**config.mk**
```make
export PLATFORM = sky130hd
export DESIGN_NAME = pmw_power_ctrl
export DESIGN_NICKNAME = d
export VERILOG_FILES = /design/src/logic/pmw_pkg.sv /design/src/logic/pmw_power_ctrl.sv
export SDC_FILE = /design/constraint.sdc
export NUM_CORES = 1
export LEC_CHECK = 0
export ABC_AREA = 1
export BUFFER_PORTS_ARGS = -buffer_cell sky130_fd_sc_hd__buf_2
export CAP_MARGIN = 5
export CORE_AREA = 2 2 92 94
export CTS_CLUSTER_DIAMETER = 60
export CTS_CLUSTER_SIZE = 20
export DETAILED_ROUTE_END_ITERATION = 12
export DIE_AREA = 0 0 94 96
export PLACE_DENSITY = 0.71
export SLEW_MARGIN = 20
export SYNTH_ARGS = -nofsm -noshare
export SYNTH_HDL_FRONTEND = slang
export SYNTH_SLANG_ARGS = --single-unit
```
**constraint.sdc**
```tcl
create_clock -name core_clk -period 1.7 [get_ports core_clk]
set_clock_uncertainty 0.15 [all_clocks]
set_input_delay 0.17 -clock core_clk [delete_from_list [all_inputs] [get_ports core_clk]]
set_output_delay 0.17 -clock core_clk [all_outputs]
set_load 0.05 [all_outputs]
```
**src/logic/pmw_pkg.sv**
```systemverilog
// Package of constants and types for the power-mode and wake-up controller.
package pmw_pkg;

  // ==========================================================================
  // Power modes.
  typedef enum logic [1:0] {
    PMW_NORMAL   = 2'b00,
    PMW_IDLE     = 2'b01,
    PMW_PWRDOWN  = 2'b10,
    PMW_WAKEWAIT = 2'b11
  } pmw_mode_t;

  // ==========================================================================
  // Wake source vector layout.
  localparam int WK_BROWNOUT  = 0;
  localparam int WK_VDETECT   = 1;
  localparam int WK_GPIO      = 2;
  localparam int WK_TIMER     = 3;
  localparam int WK_WATCHDOG  = 4;
  localparam int WK_RTC_ALARM = 5;
  localparam int WK_RTC_TICK  = 6;
  localparam int WK_SERIAL    = 7;
  localparam int WK_UNIVERSAL = 8;
  localparam int WK_TWOWIRE   = 9;
  localparam int WK_USB       = 10;
  localparam int WK_CMP0      = 11;
  localparam int WK_CMP1      = 12;
  localparam int WK_COUNT     = 13;

  // ==========================================================================
  // Flag bit positions inside the peripheral status words.
  localparam int BROWNOUT_FLAG_BIT = 4;
  localparam int VOLTDET_FLAG_BIT  = 19;
  localparam int TMR_IRQ_BIT     = 0;
  localparam int TMR_WAKE_BIT    = 1;
  localparam int WDOG_WAKE_BIT   = 5;
  localparam int RTC_ALARM_BIT   = 0;
  localparam int RTC_TICK_BIT    = 1;
  localparam int UART_WAKE_LO    = 0;
  localparam int UART_WAKE_HI    = 4;
  localparam int USU_WAKE_BIT    = 0;
  localparam int USU_ACK_BIT     = 16;
  localparam int TW_WAKE_BIT     = 0;
  localparam int TW_ACK_BIT      = 1;
  localparam int USB_BUS_BIT     = 0;
  localparam int CMP0_WAKE_BIT   = 8;
  localparam int CMP1_WAKE_BIT   = 9;

  // ==========================================================================
  // Peripheral clock source selection codes.
  localparam logic [1:0] SRC_FAST      = 2'h0;
  localparam logic [1:0] SRC_LOW_XTAL  = 2'h1;
  localparam logic [1:0] SRC_LOW_RC    = 2'h2;

  // ==========================================================================
  // Oscillator settle time after wake.
  localparam int SETTLE_NS     = 1000;
  localparam int CLK_PERIOD_NS = 10;
  localparam int SETTLE_CYC    = (SETTLE_NS + CLK_PERIOD_NS - 1) / CLK_PERIOD_NS;

endpackage

```
**src/logic/pmw_power_ctrl.sv**
```systemverilog
// Power-mode sequencer with wake flags and peripheral clock gating.
`timescale 1ns/100ps
module pmw_power_ctrl #(
  parameter int GPIO_PINS = 16,
  parameter int SETTLE    = pmw_pkg::SETTLE_CYC
) (
  input  wire logic                 core_clk,
  input  wire logic                 rst_b,
  input  wire logic                 clkEn,
  input  wire logic                 waitForInterruptInstr,
  input  wire logic                 sleepEnable,
  input  wire logic                 powerdownEnable,
  input  wire logic                 irqPending,
  input  wire logic                 lowSpeedCrystalOn,
  input  wire logic                 lowSpeedRcOscOn,
  input  wire logic [1:0]           timerClkSrc,
  input  wire logic                 watchdogFromRc,
  input  wire logic                 rtcFromCrystal,
  input  wire logic [1:0]           serialClkSrc,
  input  wire logic                 regUnlocked,
  input  wire logic                 oscStable,
  input  wire logic [pmw_pkg::WK_COUNT-1:0]  wakeEvent,
  input  wire logic [GPIO_PINS-1:0] gpioWakeEvent,
  input  wire logic [4:0]           serialWakeEvent,
  input  wire logic                 universalAckEvent,
  input  wire logic                 twoWireAckEvent,
  input  wire logic [31:0]          brownoutCtlClr,
  input  wire logic [1:0]           timerStsClr,
  input  wire logic [31:0]          watchdogCtlClr,
  input  wire logic [1:0]           rtcStsClr,
  input  wire logic [4:0]           serialStsClr,
  input  wire logic [31:0]          universalStsClr,
  input  wire logic [1:0]           twoWireStsClr,
  input  wire logic                 usbStsClr,
  input  wire logic [9:0]           cmpStsClr,
  input  wire logic [GPIO_PINS-1:0] portIrqSourceClr,
  output logic [1:0]                powerMode,
  output logic                      cpuClkOn,
  output logic                      fastClksOn,
  output logic                      lowSpeedCrystalRun,
  output logic                      lowSpeedRcOscRun,
  output logic                      timerClkOn,
  output logic                      watchdogClkOn,
  output logic                      windowWatchdogClkOn,
  output logic                      rtcClkOn,
  output logic                      serialClkOn,
  output logic                      sramRetain,
  output logic [pmw_pkg::WK_COUNT-1:0] wakeFlags,
  output logic [GPIO_PINS-1:0]      portIrqSource,
  output logic [4:0]                serialWakeFlags,
  output logic                      timerIrqFlag,
  output logic                      universalAckDone,
  output logic                      twoWireAckDone
);

  // ==========================================================================
  // Wake flags: set wins over a write-one clear in the same cycle.
  logic [pmw_pkg::WK_COUNT-1:0] wakeFlags_q;
  logic [pmw_pkg::WK_COUNT-1:0] flagClr;
  logic [GPIO_PINS-1:0]         portSrc_q;
  logic [4:0]                   serialWk_q;
  logic                         timerIrq_q;
  logic                         uAck_q;
  logic                         twAck_q;
  logic                         anyFlag;

  always_comb begin
    flagClr = '0;
    flagClr[pmw_pkg::WK_BROWNOUT]  = brownoutCtlClr[pmw_pkg::BROWNOUT_FLAG_BIT];
    flagClr[pmw_pkg::WK_VDETECT]   = brownoutCtlClr[pmw_pkg::VOLTDET_FLAG_BIT];
    flagClr[pmw_pkg::WK_GPIO]      = 1'b0;
    flagClr[pmw_pkg::WK_TIMER]     = timerStsClr[pmw_pkg::TMR_WAKE_BIT];
    flagClr[pmw_pkg::WK_WATCHDOG]  = watchdogCtlClr[pmw_pkg::WDOG_WAKE_BIT] & regUnlocked;
    flagClr[pmw_pkg::WK_RTC_ALARM] = rtcStsClr[pmw_pkg::RTC_ALARM_BIT];
    flagClr[pmw_pkg::WK_RTC_TICK]  = rtcStsClr[pmw_pkg::RTC_TICK_BIT];
    flagClr[pmw_pkg::WK_SERIAL]    = 1'b0;
    flagClr[pmw_pkg::WK_UNIVERSAL] = universalStsClr[pmw_pkg::USU_WAKE_BIT] & ~uAck_q;
    flagClr[pmw_pkg::WK_TWOWIRE]   = twoWireStsClr[pmw_pkg::TW_WAKE_BIT] & ~twAck_q;
    flagClr[pmw_pkg::WK_USB]       = usbStsClr;
    flagClr[pmw_pkg::WK_CMP0]      = cmpStsClr[pmw_pkg::CMP0_WAKE_BIT];
    flagClr[pmw_pkg::WK_CMP1]      = cmpStsClr[pmw_pkg::CMP1_WAKE_BIT];
  end

  // The GPIO and serial summary bits follow their per-source flags.
  always_ff @(posedge core_clk) begin
    if (!rst_b) begin
      wakeFlags_q <= '0;
    end else if (clkEn) begin
      wakeFlags_q <= (wakeFlags_q & ~flagClr) | wakeEvent;
      wakeFlags_q[pmw_pkg::WK_GPIO]   <= |((portSrc_q & ~portIrqSourceClr) | gpioWakeEvent);
      wakeFlags_q[pmw_pkg::WK_SERIAL] <= |((serialWk_q & ~serialStsClr) | serialWakeEvent);
    end
  end

  always_ff @(posedge core_clk) begin
    if (!rst_b) begin
      portSrc_q  <= '0;
      serialWk_q <= '0;
      timerIrq_q <= 1'b0;
    end else if (clkEn) begin
      portSrc_q  <= (portSrc_q & ~portIrqSourceClr) | gpioWakeEvent;
      serialWk_q <= (serialWk_q & ~serialStsClr) | serialWakeEvent;
      timerIrq_q <= (timerIrq_q & ~timerStsClr[pmw_pkg::TMR_IRQ_BIT]) | wakeEvent[pmw_pkg::WK_TIMER];
    end
  end

  // The acknowledge-done flag must be cleared before its wake flag will clear.
  always_ff @(posedge core_clk) begin
    if (!rst_b) begin
      uAck_q  <= 1'b0;
      twAck_q <= 1'b0;
    end else if (clkEn) begin
      uAck_q  <= (uAck_q & ~universalStsClr[pmw_pkg::USU_ACK_BIT]) | universalAckEvent;
      twAck_q <= (twAck_q & ~twoWireStsClr[pmw_pkg::TW_ACK_BIT]) | twoWireAckEvent;
    end
  end

  assign anyFlag = (|wakeFlags_q) | timerIrq_q;

  // ==========================================================================
  // Mode sequencer.
  pmw_pkg::pmw_mode_t mode_q;
  logic [$clog2(SETTLE+1)-1:0] settle_q;
  logic                        pdReq;

  assign pdReq = waitForInterruptInstr & sleepEnable & powerdownEnable;

  always_ff @(posedge core_clk) begin
    if (!rst_b) begin
      mode_q <= pmw_pkg::PMW_NORMAL;
    end else if (clkEn) begin
      case (mode_q)
        pmw_pkg::PMW_NORMAL: begin
          // A stale flag would wake at once, so power-down is skipped entirely.
          if (pdReq && !anyFlag) begin
            mode_q <= pmw_pkg::PMW_PWRDOWN;
          end else if (waitForInterruptInstr && !pdReq) begin
            mode_q <= pmw_pkg::PMW_IDLE;
          end
        end
        pmw_pkg::PMW_IDLE: begin
          if (irqPending) begin
            mode_q <= pmw_pkg::PMW_NORMAL;
          end
        end
        pmw_pkg::PMW_PWRDOWN: begin
          if (anyFlag) begin
            mode_q <= pmw_pkg::PMW_WAKEWAIT;
          end
        end
        pmw_pkg::PMW_WAKEWAIT: begin
          if (oscStable && settle_q == '0) begin
            mode_q <= pmw_pkg::PMW_NORMAL;
          end
        end
        default: mode_q <= pmw_pkg::PMW_NORMAL;
      endcase
    end
  end

  // Settle counter guards against an oscillator that reports stable too early.
  always_ff @(posedge core_clk) begin
    if (!rst_b) begin
      settle_q <= '0;
    end else if (clkEn) begin
      if (mode_q == pmw_pkg::PMW_PWRDOWN) begin
        settle_q <= ($clog2(SETTLE+1))'(SETTLE);
      end else if (settle_q != '0) begin
        settle_q <= settle_q - 1'b1;
      end
    end
  end

  // ==========================================================================
  // Clock gating per mode.
  logic inPd;
  logic lowXtalRun;
  logic lowRcRun;
  assign inPd       = (mode_q == pmw_pkg::PMW_PWRDOWN);
  assign lowXtalRun = lowSpeedCrystalOn;
  assign lowRcRun   = lowSpeedRcOscOn;

  always_ff @(posedge core_clk) begin
    if (!rst_b) begin
      cpuClkOn            <= 1'b1;
      fastClksOn          <= 1'b1;
      lowSpeedCrystalRun  <= 1'b0;
      lowSpeedRcOscRun    <= 1'b0;
      timerClkOn          <= 1'b1;
      watchdogClkOn       <= 1'b1;
      windowWatchdogClkOn <= 1'b1;
      rtcClkOn            <= 1'b1;
      serialClkOn         <= 1'b1;
    end else if (clkEn) begin
      cpuClkOn            <= (mode_q == pmw_pkg::PMW_NORMAL);
      fastClksOn          <= !inPd;
      lowSpeedCrystalRun  <= lowXtalRun;
      lowSpeedRcOscRun    <= lowRcRun;
      timerClkOn          <= !inPd || (timerClkSrc == pmw_pkg::SRC_LOW_XTAL && lowXtalRun)
                                   || (timerClkSrc == pmw_pkg::SRC_LOW_RC && lowRcRun);
      watchdogClkOn       <= !inPd || (watchdogFromRc && lowRcRun);
      windowWatchdogClkOn <= !inPd;
      rtcClkOn            <= !inPd || (rtcFromCrystal && lowXtalRun);
      serialClkOn         <= !inPd || (serialClkSrc == pmw_pkg::SRC_LOW_XTAL && lowXtalRun);
    end
  end

  assign powerMode        = mode_q;
  assign sramRetain       = 1'b1;
  assign wakeFlags        = wakeFlags_q;
  assign portIrqSource    = portSrc_q;
  assign serialWakeFlags  = serialWk_q;
  assign timerIrqFlag     = timerIrq_q;
  assign universalAckDone = uAck_q;
  assign twoWireAckDone   = twAck_q;

  // ==========================================================================
  // Checks.
  a_pd_entry_cond: assert property (@(posedge core_clk) disable iff (!rst_b)
    clkEn && $changed(mode_q) && mode_q == pmw_pkg::PMW_PWRDOWN |-> $past(pdReq) && !$past(anyFlag))
    else $error("Power-down entered without enables");
  a_idle_cpu_off: assert property (@(posedge core_clk) disable iff (!rst_b)
    clkEn && mode_q == pmw_pkg::PMW_IDLE ##1 clkEn |-> !cpuClkOn && fastClksOn)
    else $error("Idle clocks wrong");
  a_idle_wake: assert property (@(posedge core_clk) disable iff (!rst_b)
    clkEn && mode_q == pmw_pkg::PMW_IDLE && irqPending |=> mode_q == pmw_pkg::PMW_NORMAL)
    else $error("Idle did not wake");
  a_pd_fast_off: assert property (@(posedge core_clk) disable iff (!rst_b)
    clkEn && inPd ##1 clkEn |-> !fastClksOn && !windowWatchdogClkOn)
    else $error("Fast clocks running in power-down");
  a_pd_wake: assert property (@(posedge core_clk) disable iff (!rst_b)
    clkEn && inPd && anyFlag |=> mode_q == pmw_pkg::PMW_WAKEWAIT)
    else $error("Power-down did not wake");
  a_stale_flag: assert property (@(posedge core_clk) disable iff (!rst_b)
    clkEn && mode_q == pmw_pkg::PMW_NORMAL && pdReq && anyFlag |=> mode_q != pmw_pkg::PMW_PWRDOWN)
    else $error("Stale flag allowed power-down");
  a_wdt_protect: assert property (@(posedge core_clk) disable iff (!rst_b)
    clkEn && wakeFlags_q[pmw_pkg::WK_WATCHDOG] && !regUnlocked |=> wakeFlags_q[pmw_pkg::WK_WATCHDOG])
    else $error("Protected watchdog flag cleared");
  a_tw_order: assert property (@(posedge core_clk) disable iff (!rst_b)
    clkEn && twAck_q && wakeFlags_q[pmw_pkg::WK_TWOWIRE] |=> wakeFlags_q[pmw_pkg::WK_TWOWIRE])
    else $error("Two-wire wake cleared before ack");
  a_cpu_stable: assert property (@(posedge core_clk) disable iff (!rst_b)
    clkEn && mode_q == pmw_pkg::PMW_WAKEWAIT && !oscStable |=> mode_q == pmw_pkg::PMW_WAKEWAIT)
    else $error("Processor released before stable");
  a_rtc_gate: assert property (@(posedge core_clk) disable iff (!rst_b)
    clkEn && inPd && !lowSpeedCrystalOn ##1 clkEn |-> !rtcClkOn)
    else $error("Real-time clock ran without crystal");

  c_idle_trip:   cover property (@(posedge core_clk) mode_q == pmw_pkg::PMW_IDLE ##[1:20] mode_q == pmw_pkg::PMW_NORMAL);
  c_pd_trip:     cover property (@(posedge core_clk) inPd ##[1:300] mode_q == pmw_pkg::PMW_NORMAL);
  c_stale_block: cover property (@(posedge core_clk) pdReq && anyFlag && mode_q == pmw_pkg::PMW_NORMAL);

endmodule

```
==> results of run 1 <==
## state kept, by name, indices dropped and copies added, names as in the netlist, 2 cells and up
name             cells
powerMode            2
portIrqSource       16
settle_q             7
serialWakeFlags      5
wakeFlags           13
## worst max path at each step
| stage | to | slack (ps) | cells after the start |
|---|---|---|---|
| 2_1_floorplan | settle_q[3] | 70 | 8 |
| 3_3_place_gp | settle_q[5] | 120 | 11 |
| 3_5_place_dp | settle_q[5] | 60 | 11 |
| 4_1_cts | settle_q[3] | 40 | 11 |
| 5_1_grt | settle_q[5] | 20 | 11 |
| 6_report | watchdogClkOn | 120 | 5 |
## per-stage QoR
step	total power [uW]	instance area (um^2)	std cells
after floorplan	2440	2590	374
after global placement	2720	3360	603
after detailed placement	2770	3360	603
after CTS	3560	3780	644
after global routing	3780	3790	644
final	3550	3790	644
## worst reg2reg max path, cell delays in order (launching register included)
cell and delay (ps):
dfxtp_1 340, inv_2 100, ha_1 170, inv_1 50, nor2_2 90, nand2_1 60
nor2_1 100, nand2_2 70, nand2_4 110, inv_4 70, o21ai_1 70, a21oi_1 80
## power by group through the flow
| stage | clock, uW | sequential, uW | combinational, uW |
|---|---|---|---|
| final | 729 | 1500 | 1320 |
| after global routing | 809 | 1520 | 1460 |
| after CTS | 750 | 1500 | 1310 |
| after detailed placement | 0 | 1520 | 1250 |
| after global placement | 0 | 1520 | 1200 |
| after floorplan | 0 | 1760 | 672 |
## cell type report
type,instances,area [um^2]
Clock buffer,5,68.8
Clock inverter,3,21.3
Fill cell,795,4260
Inverter,60,230
Multi-Input combinational cell,244,1210
Sequential cell,54,1080
Tap cell,105,131
Timing Repair Buffer,173,1050
## Yosys cell counts, drive strengths merged (2+ instances only)
master and n:
a21oi 48, clkbuf 6, o21ai 11, nand3 11
o211ai 17, inv 60, nor3 3, o21bai 2
nand2 103, nor2 29, nand4 9, ha 2
or2 3, a211oi 2, dfxtp 54, buf 10
## layer usage
metal	routed length [um]	part of all wire	global-route usage
met1	3140	0.40	0.207
met5	0	0	0
met2	4070	0.52	0.317
met3	517	0.066	0.0392
met4	95	0.012	0.0531
## what timing repair did
action | CTS | global route
hold endpoints to repair | 19 | 0
setup endpoints to repair | 0 | 9
gates resized for setup | 0 | 4
hold buffers | 33 | 0
## kinds of logic after synthesis
group / share of synthesized area
compound gates: 0.182
buf+inv: 0.119
flops: 0.418
xor+xnor: 0.00339
other cells: 0.00145
fa+ha+maj: 0.00967
simple gates: 0.266
==> impl_metrics.json, run 1 <==
{
  "synth.net_count": 563,
  "vias": 2981,
  "synth_area_leaders": "dfxtp_1 42%, nand2_1 15%, a21oi_1 9.1%",
  "io_buffers": 133,
  "ff2ff_path_depth": 11,
  "syn_area_um2": 2590,
  "rr_startpoint": "settle_q[0]",
  "period_share": 0.931,
  "routedWlPerCell_um": 12.2,
  "power_frac_comb": 0.373,
  "ys_types": 33,
  "avgViaCountPerCell": 4.63,
  "antenna_found_initial": 0,
  "rows": 33,
  "layout.nets": 727,
  "htree_levels": 2,
  "drv_slew": 0,
  "grt_pass1_wl_mm": 12.7,
  "cts_buffer_depth": 2,
  "switching_share": 0.391,
  "cts_tree": "built",
  "cts_buffers": 5,
  "crit_fanout": 3,
  "min_path_cells": 3,
  "hpwl_mm": 5.63,
  "start_util": 0.321,
  "die_w_um": 94,
  "gp_congestion": 0.838,
  "dr.first_iter.drc_count": 153,
  "ys.flop_type": "dfxtp_1",
  "dp_worst_setup_slack_ps": 62.9,
  "crit_start": "lowSpeedRcOscOn",
  "fin_crit_ps": 1580,
  "reg2reg_slack_ps": 130,
  "grt_max_degree": 34,
  "netlist_instances": 374,
  "root_buffer": "clkbuf_8",
  "area_growth_syn_to_layout_pct": 46.4,
  "critPathKind": "in2reg",
  "power.density_nw_per_um2": 939,
  "grt_setup_unrepaired": "no",
  "drive_gt1_frac": 0.314,
  "maxClockFrequency_ghz": 0.632,
  "power_switching_uw": 1390,
  "critical_path.top_delay_family": "buffers and inverters",
  "pwr-share-seq": 0.422,
  "clock_latency_ps": 310,
  "hp-start": "wakeEvent[3]",
  "hold_viol": 0,
  "required_ps": 1730,
  "diodes": 0,
  "synth_edf_count": 0,
  "start_kind": "input port",
  "p_int_uw": 2160,
  "crit_arrival_ps": 1620,
  "ys_warn_count": 0,
  "holdPathEnd": "timerIrqFlag",
  "yosys.area.top_type": "dfxtp_1",
  "pwr-share-clk": 0.205,
  "core_area_um2": 8050,
  "drv_cap": 0,
  "yosysSeqAreaShare": 0.418,
  "finalSetupViolCount": 0,
  "postRouteAntennaNets": 0,
  "dieArea_um2": 9020,
  "avgSynthCellArea_um2": 6.92,
  "ir_drop_v": 0.000410,
  "min_path_type": "in2reg",
  "critPathSlowestCell": "dlygate4sd3_1",
  "fin_setup_tns_ps": 0,
  "setup.worst_path.end_class": "flip-flop",
  "pin_count": 236,
  "cts_num_sinks": 54,
  "synth_async_sr_flop_share": 0,
  "final_core_util": 0.470,
  "drc": 0,
  "most-common-layout-cells": "133 x buf_2, 100 x nand2_1, 54 x dfxtp_1, 53 x inv_1, 47 x a21oi_1",
  "final_common_cell": "buf_2",
  "power_leakage_uw": 0.00203,
  "clk_pin_slew_ps": 100,
  "status": "finished clean",
  "critical_path.max_stage_delay_ps": 570,
  "setup_ws_ps": 118,
  "path_buf_inv": 3,
  "synth_top_area_frac": 0.418,
  "routed_wl_mm": 7.83,
  "worstPathCellList": "dlygate4sd3_1 -> buf_2 -> nand3_1 -> dlygate4sd3_1 -> nand3_1",
  "overflow": 0,
  "post_cts_buffers": 0,
  "holdWs_ps": 12.4,
  "grt_usage": 0.175,
  "r2r_end": "settle_q[5]",
  "dr.pass1.iters": 4,
  "grt_pass1_vias": 2821,
  "ys_ff_latch": 54,
  "chipHeight_um": 96
}
Power figures use the tool's default switching activity.
==> run 2, diff against run 1 <==
--- a/config.mk
+++ b/config.mk
@@ -8,12 +8,15 @@
 export ABC_AREA = 1
 export BUFFER_PORTS_ARGS = -buffer_cell sky130_fd_sc_hd__buf_2
 export CAP_MARGIN = 5
-export CORE_AREA = 2 2 92 94
+export CELL_PAD_IN_SITES_DETAIL_PLACEMENT = 1
+export CELL_PAD_IN_SITES_GLOBAL_PLACEMENT = 1
+export CORE_ASPECT_RATIO = 2
+export CORE_MARGIN = 2
+export CORE_UTILIZATION = 23
 export CTS_CLUSTER_DIAMETER = 60
 export CTS_CLUSTER_SIZE = 20
 export DETAILED_ROUTE_END_ITERATION = 12
-export DIE_AREA = 0 0 94 96
-export PLACE_DENSITY = 0.71
+export PLACE_DENSITY_LB_ADDON = 0.1
 export SLEW_MARGIN = 20
 export SYNTH_ARGS = -nofsm -noshare
 export SYNTH_HDL_FRONTEND = slang
==> run 2 against run 1 <==
  * Non-clock buffer count fell by 7
  * Sequential power barely moved
  * Flip-flop and latch count did not move
  * Clock-buffer cell count rose by 2
  * Critical endpoint is now wakeFlags[9]
==> impl_metrics.json, run 2 (synthesis gave the netlist of run 1 again) <==
{
  "status": "finished clean",
  "crit_fanout": 13,
  "antenna_found_initial": 1,
  "cp_common_cell": "nand2_1",
  "cts_tree": "built",
  "final_common_cell": "buf_2",
  "largest_register_ffs": 16,
  "critical_path.max_stage_delay_ps": 560,
  "drv_slew": 0,
  "min_path_type": "in2reg",
  "clk_pin_slew_ps": 70,
  "drv_cap": 0,
  "hold_viol": 0,
  "hpwl_mm": 7.30,
  "area_growth_syn_to_layout_pct": 47.3,
  "gp_congestion": 0.750,
  "layout.nets": 720,
  "required_ps": 1720,
  "chipHeight_um": 154,
  "period_share": 0.914,
  "grt_max_degree": 40,
  "start_kind": "input port",
  "dr.pass1.iters": 4,
  "cts_buffer_depth": 2,
  "p_int_uw": 2420,
  "power_switching_uw": 1410,
  "postRouteAntennaNets": 0,
  "drc": 0,
  "design_area_um2": 3810,
  "post_cts_buffers": 0,
  "rows": 54,
  "dieArea_um2": 12200,
  "n_fill_cell": 1465,
  "maxClockFrequency_ghz": 0.644,
  "grt_pass1_wl_mm": 15.0,
  "htree_levels": 2,
  "critPathKind": "in2reg",
  "start_util": 0.236,
  "clock_latency_ps": 290,
  "switching_share": 0.368,
  "pwr-share-clk": 0.257,
  "routed_wl_mm": 9.35,
  "drive_gt1_frac": 0.313,
  "grt_pass1_vias": 3064,
  "ir_drop_v": 0.000371,
  "setup_ws_ps": 147,
  "holdWs_ps": 3.26,
  "critPathSlowestCell": "dlygate4sd3_1",
  "overflow": 0,
  "fin_crit_ps": 1550,
  "routedWlPerCell_um": 13.9,
  "placed_area_um2": 3430,
  "io_buffers": 133,
  "power.density_nw_per_um2": 1000,
  "dr.first_iter.drc_count": 81,
  "core_area_um2": 10900,
  "cts_num_sinks": 54,
  "dp_worst_setup_slack_ps": 114,
  "fin_setup_tns_ps": 0,
  "setup.worst_path.end_class": "flip-flop",
  "power_frac_comb": 0.350,
  "dp.cells": 640,
  "cts_buffers": 5,
  "grt_usage": 0.156,
  "most-common-layout-cells": "133 x buf_2, 100 x nand2_1, 54 x inv_1, 54 x dfxtp_1, 47 x a21oi_1",
  "root_buffer": "clkbuf_16",
  "pin_count": 236,
  "power_leakage_uw": 0.00202,
  "avgViaCountPerCell": 4.43,
  "vias": 2979,
  "worstPathCellList": "buf_2 -> inv_1 -> buf_4 -> nor2_1 -> nand2_1 -> nand2_1 -> a21oi_1 -> dlygate4sd3_1",
  "pwr-share-seq": 0.393,
  "instances_no_fill": 672,
  "die_w_um": 79,
  "crit_arrival_ps": 1580,
  "finalSetupViolCount": 0
}
-- run 2: repair_timing --
action                                  CTS  global route
resized for setup                         0             2
endpoints found under the setup margin    0             7
endpoints found under the hold margin    16             0
hold buffers                             24             0
-- run 2: metal layers --
layer | track usage | up-vias | share of wire
met3 | 0.0235 | 12 | 0.035
met4 | 0.0493 | 0 | 0.020
met5 | 0 | - | 0
met1 | 0.159 | 1388 | 0.36
met2 | 0.310 | 76 | 0.59
li1 | - | 1503 | -
-- run 2: final cells by class --
class,instances,area (um^2),share of cell area
inverter,60,230,0.0604
multi-input combinational,244,1200,0.316
tap,140,175,0.0460
timing repair buffer,166,986,0.259
clock buffer,7,133,0.0348
antenna,1,2.50,0.000657
sequential,54,1080,0.284
-- run 2: power by group through the flow --
| stage | registers, uW | clock network [uW] | logic (uW) |
|---|---|---|---|
| after floorplan | 1760 | 0 | 672 |
| after global placement | 1530 | 0 | 1270 |
| after detailed placement | 1530 | 0 | 1300 |
| after CTS | 1510 | 1030 | 1340 |
| after global routing | 1530 | 1080 | 1490 |
| final | 1510 | 983 | 1340 |
-- run 2: worst paths after layout --
kind	start	endpoint	slack, ps	cells past startpoint
setup / recovery	clkEn	wakeFlags[9]	150	8
hold / removal	wakeEvent[11]	wakeFlags[11]	3	3
setup reg to reg	settle_q[0]	settle_q[2]	150	7
hold reg to reg	lowSpeedCrystalRun	lowSpeedCrystalRun	310	2
-- run 2: through the flow --
| stage | power (uW) | util |
|---|---|---|
| finish | 3830 | 0.348 |
| global route | 4100 | 0.348 |
| CTS | 3880 | 0.348 |
| detailed placement | 2830 | 0.313 |
| global placement | 2800 | 0.313 |
| floorplan | 2440 | - |
-- run 2: worst max-delay path, delay by kind of cell --
family | cells | cell delay [ps]
AND/OR/NAND/NOR | 3 | 220
buffers and inverters | 4 | 1130
AO/OA/AOI/OAI | 1 | 50
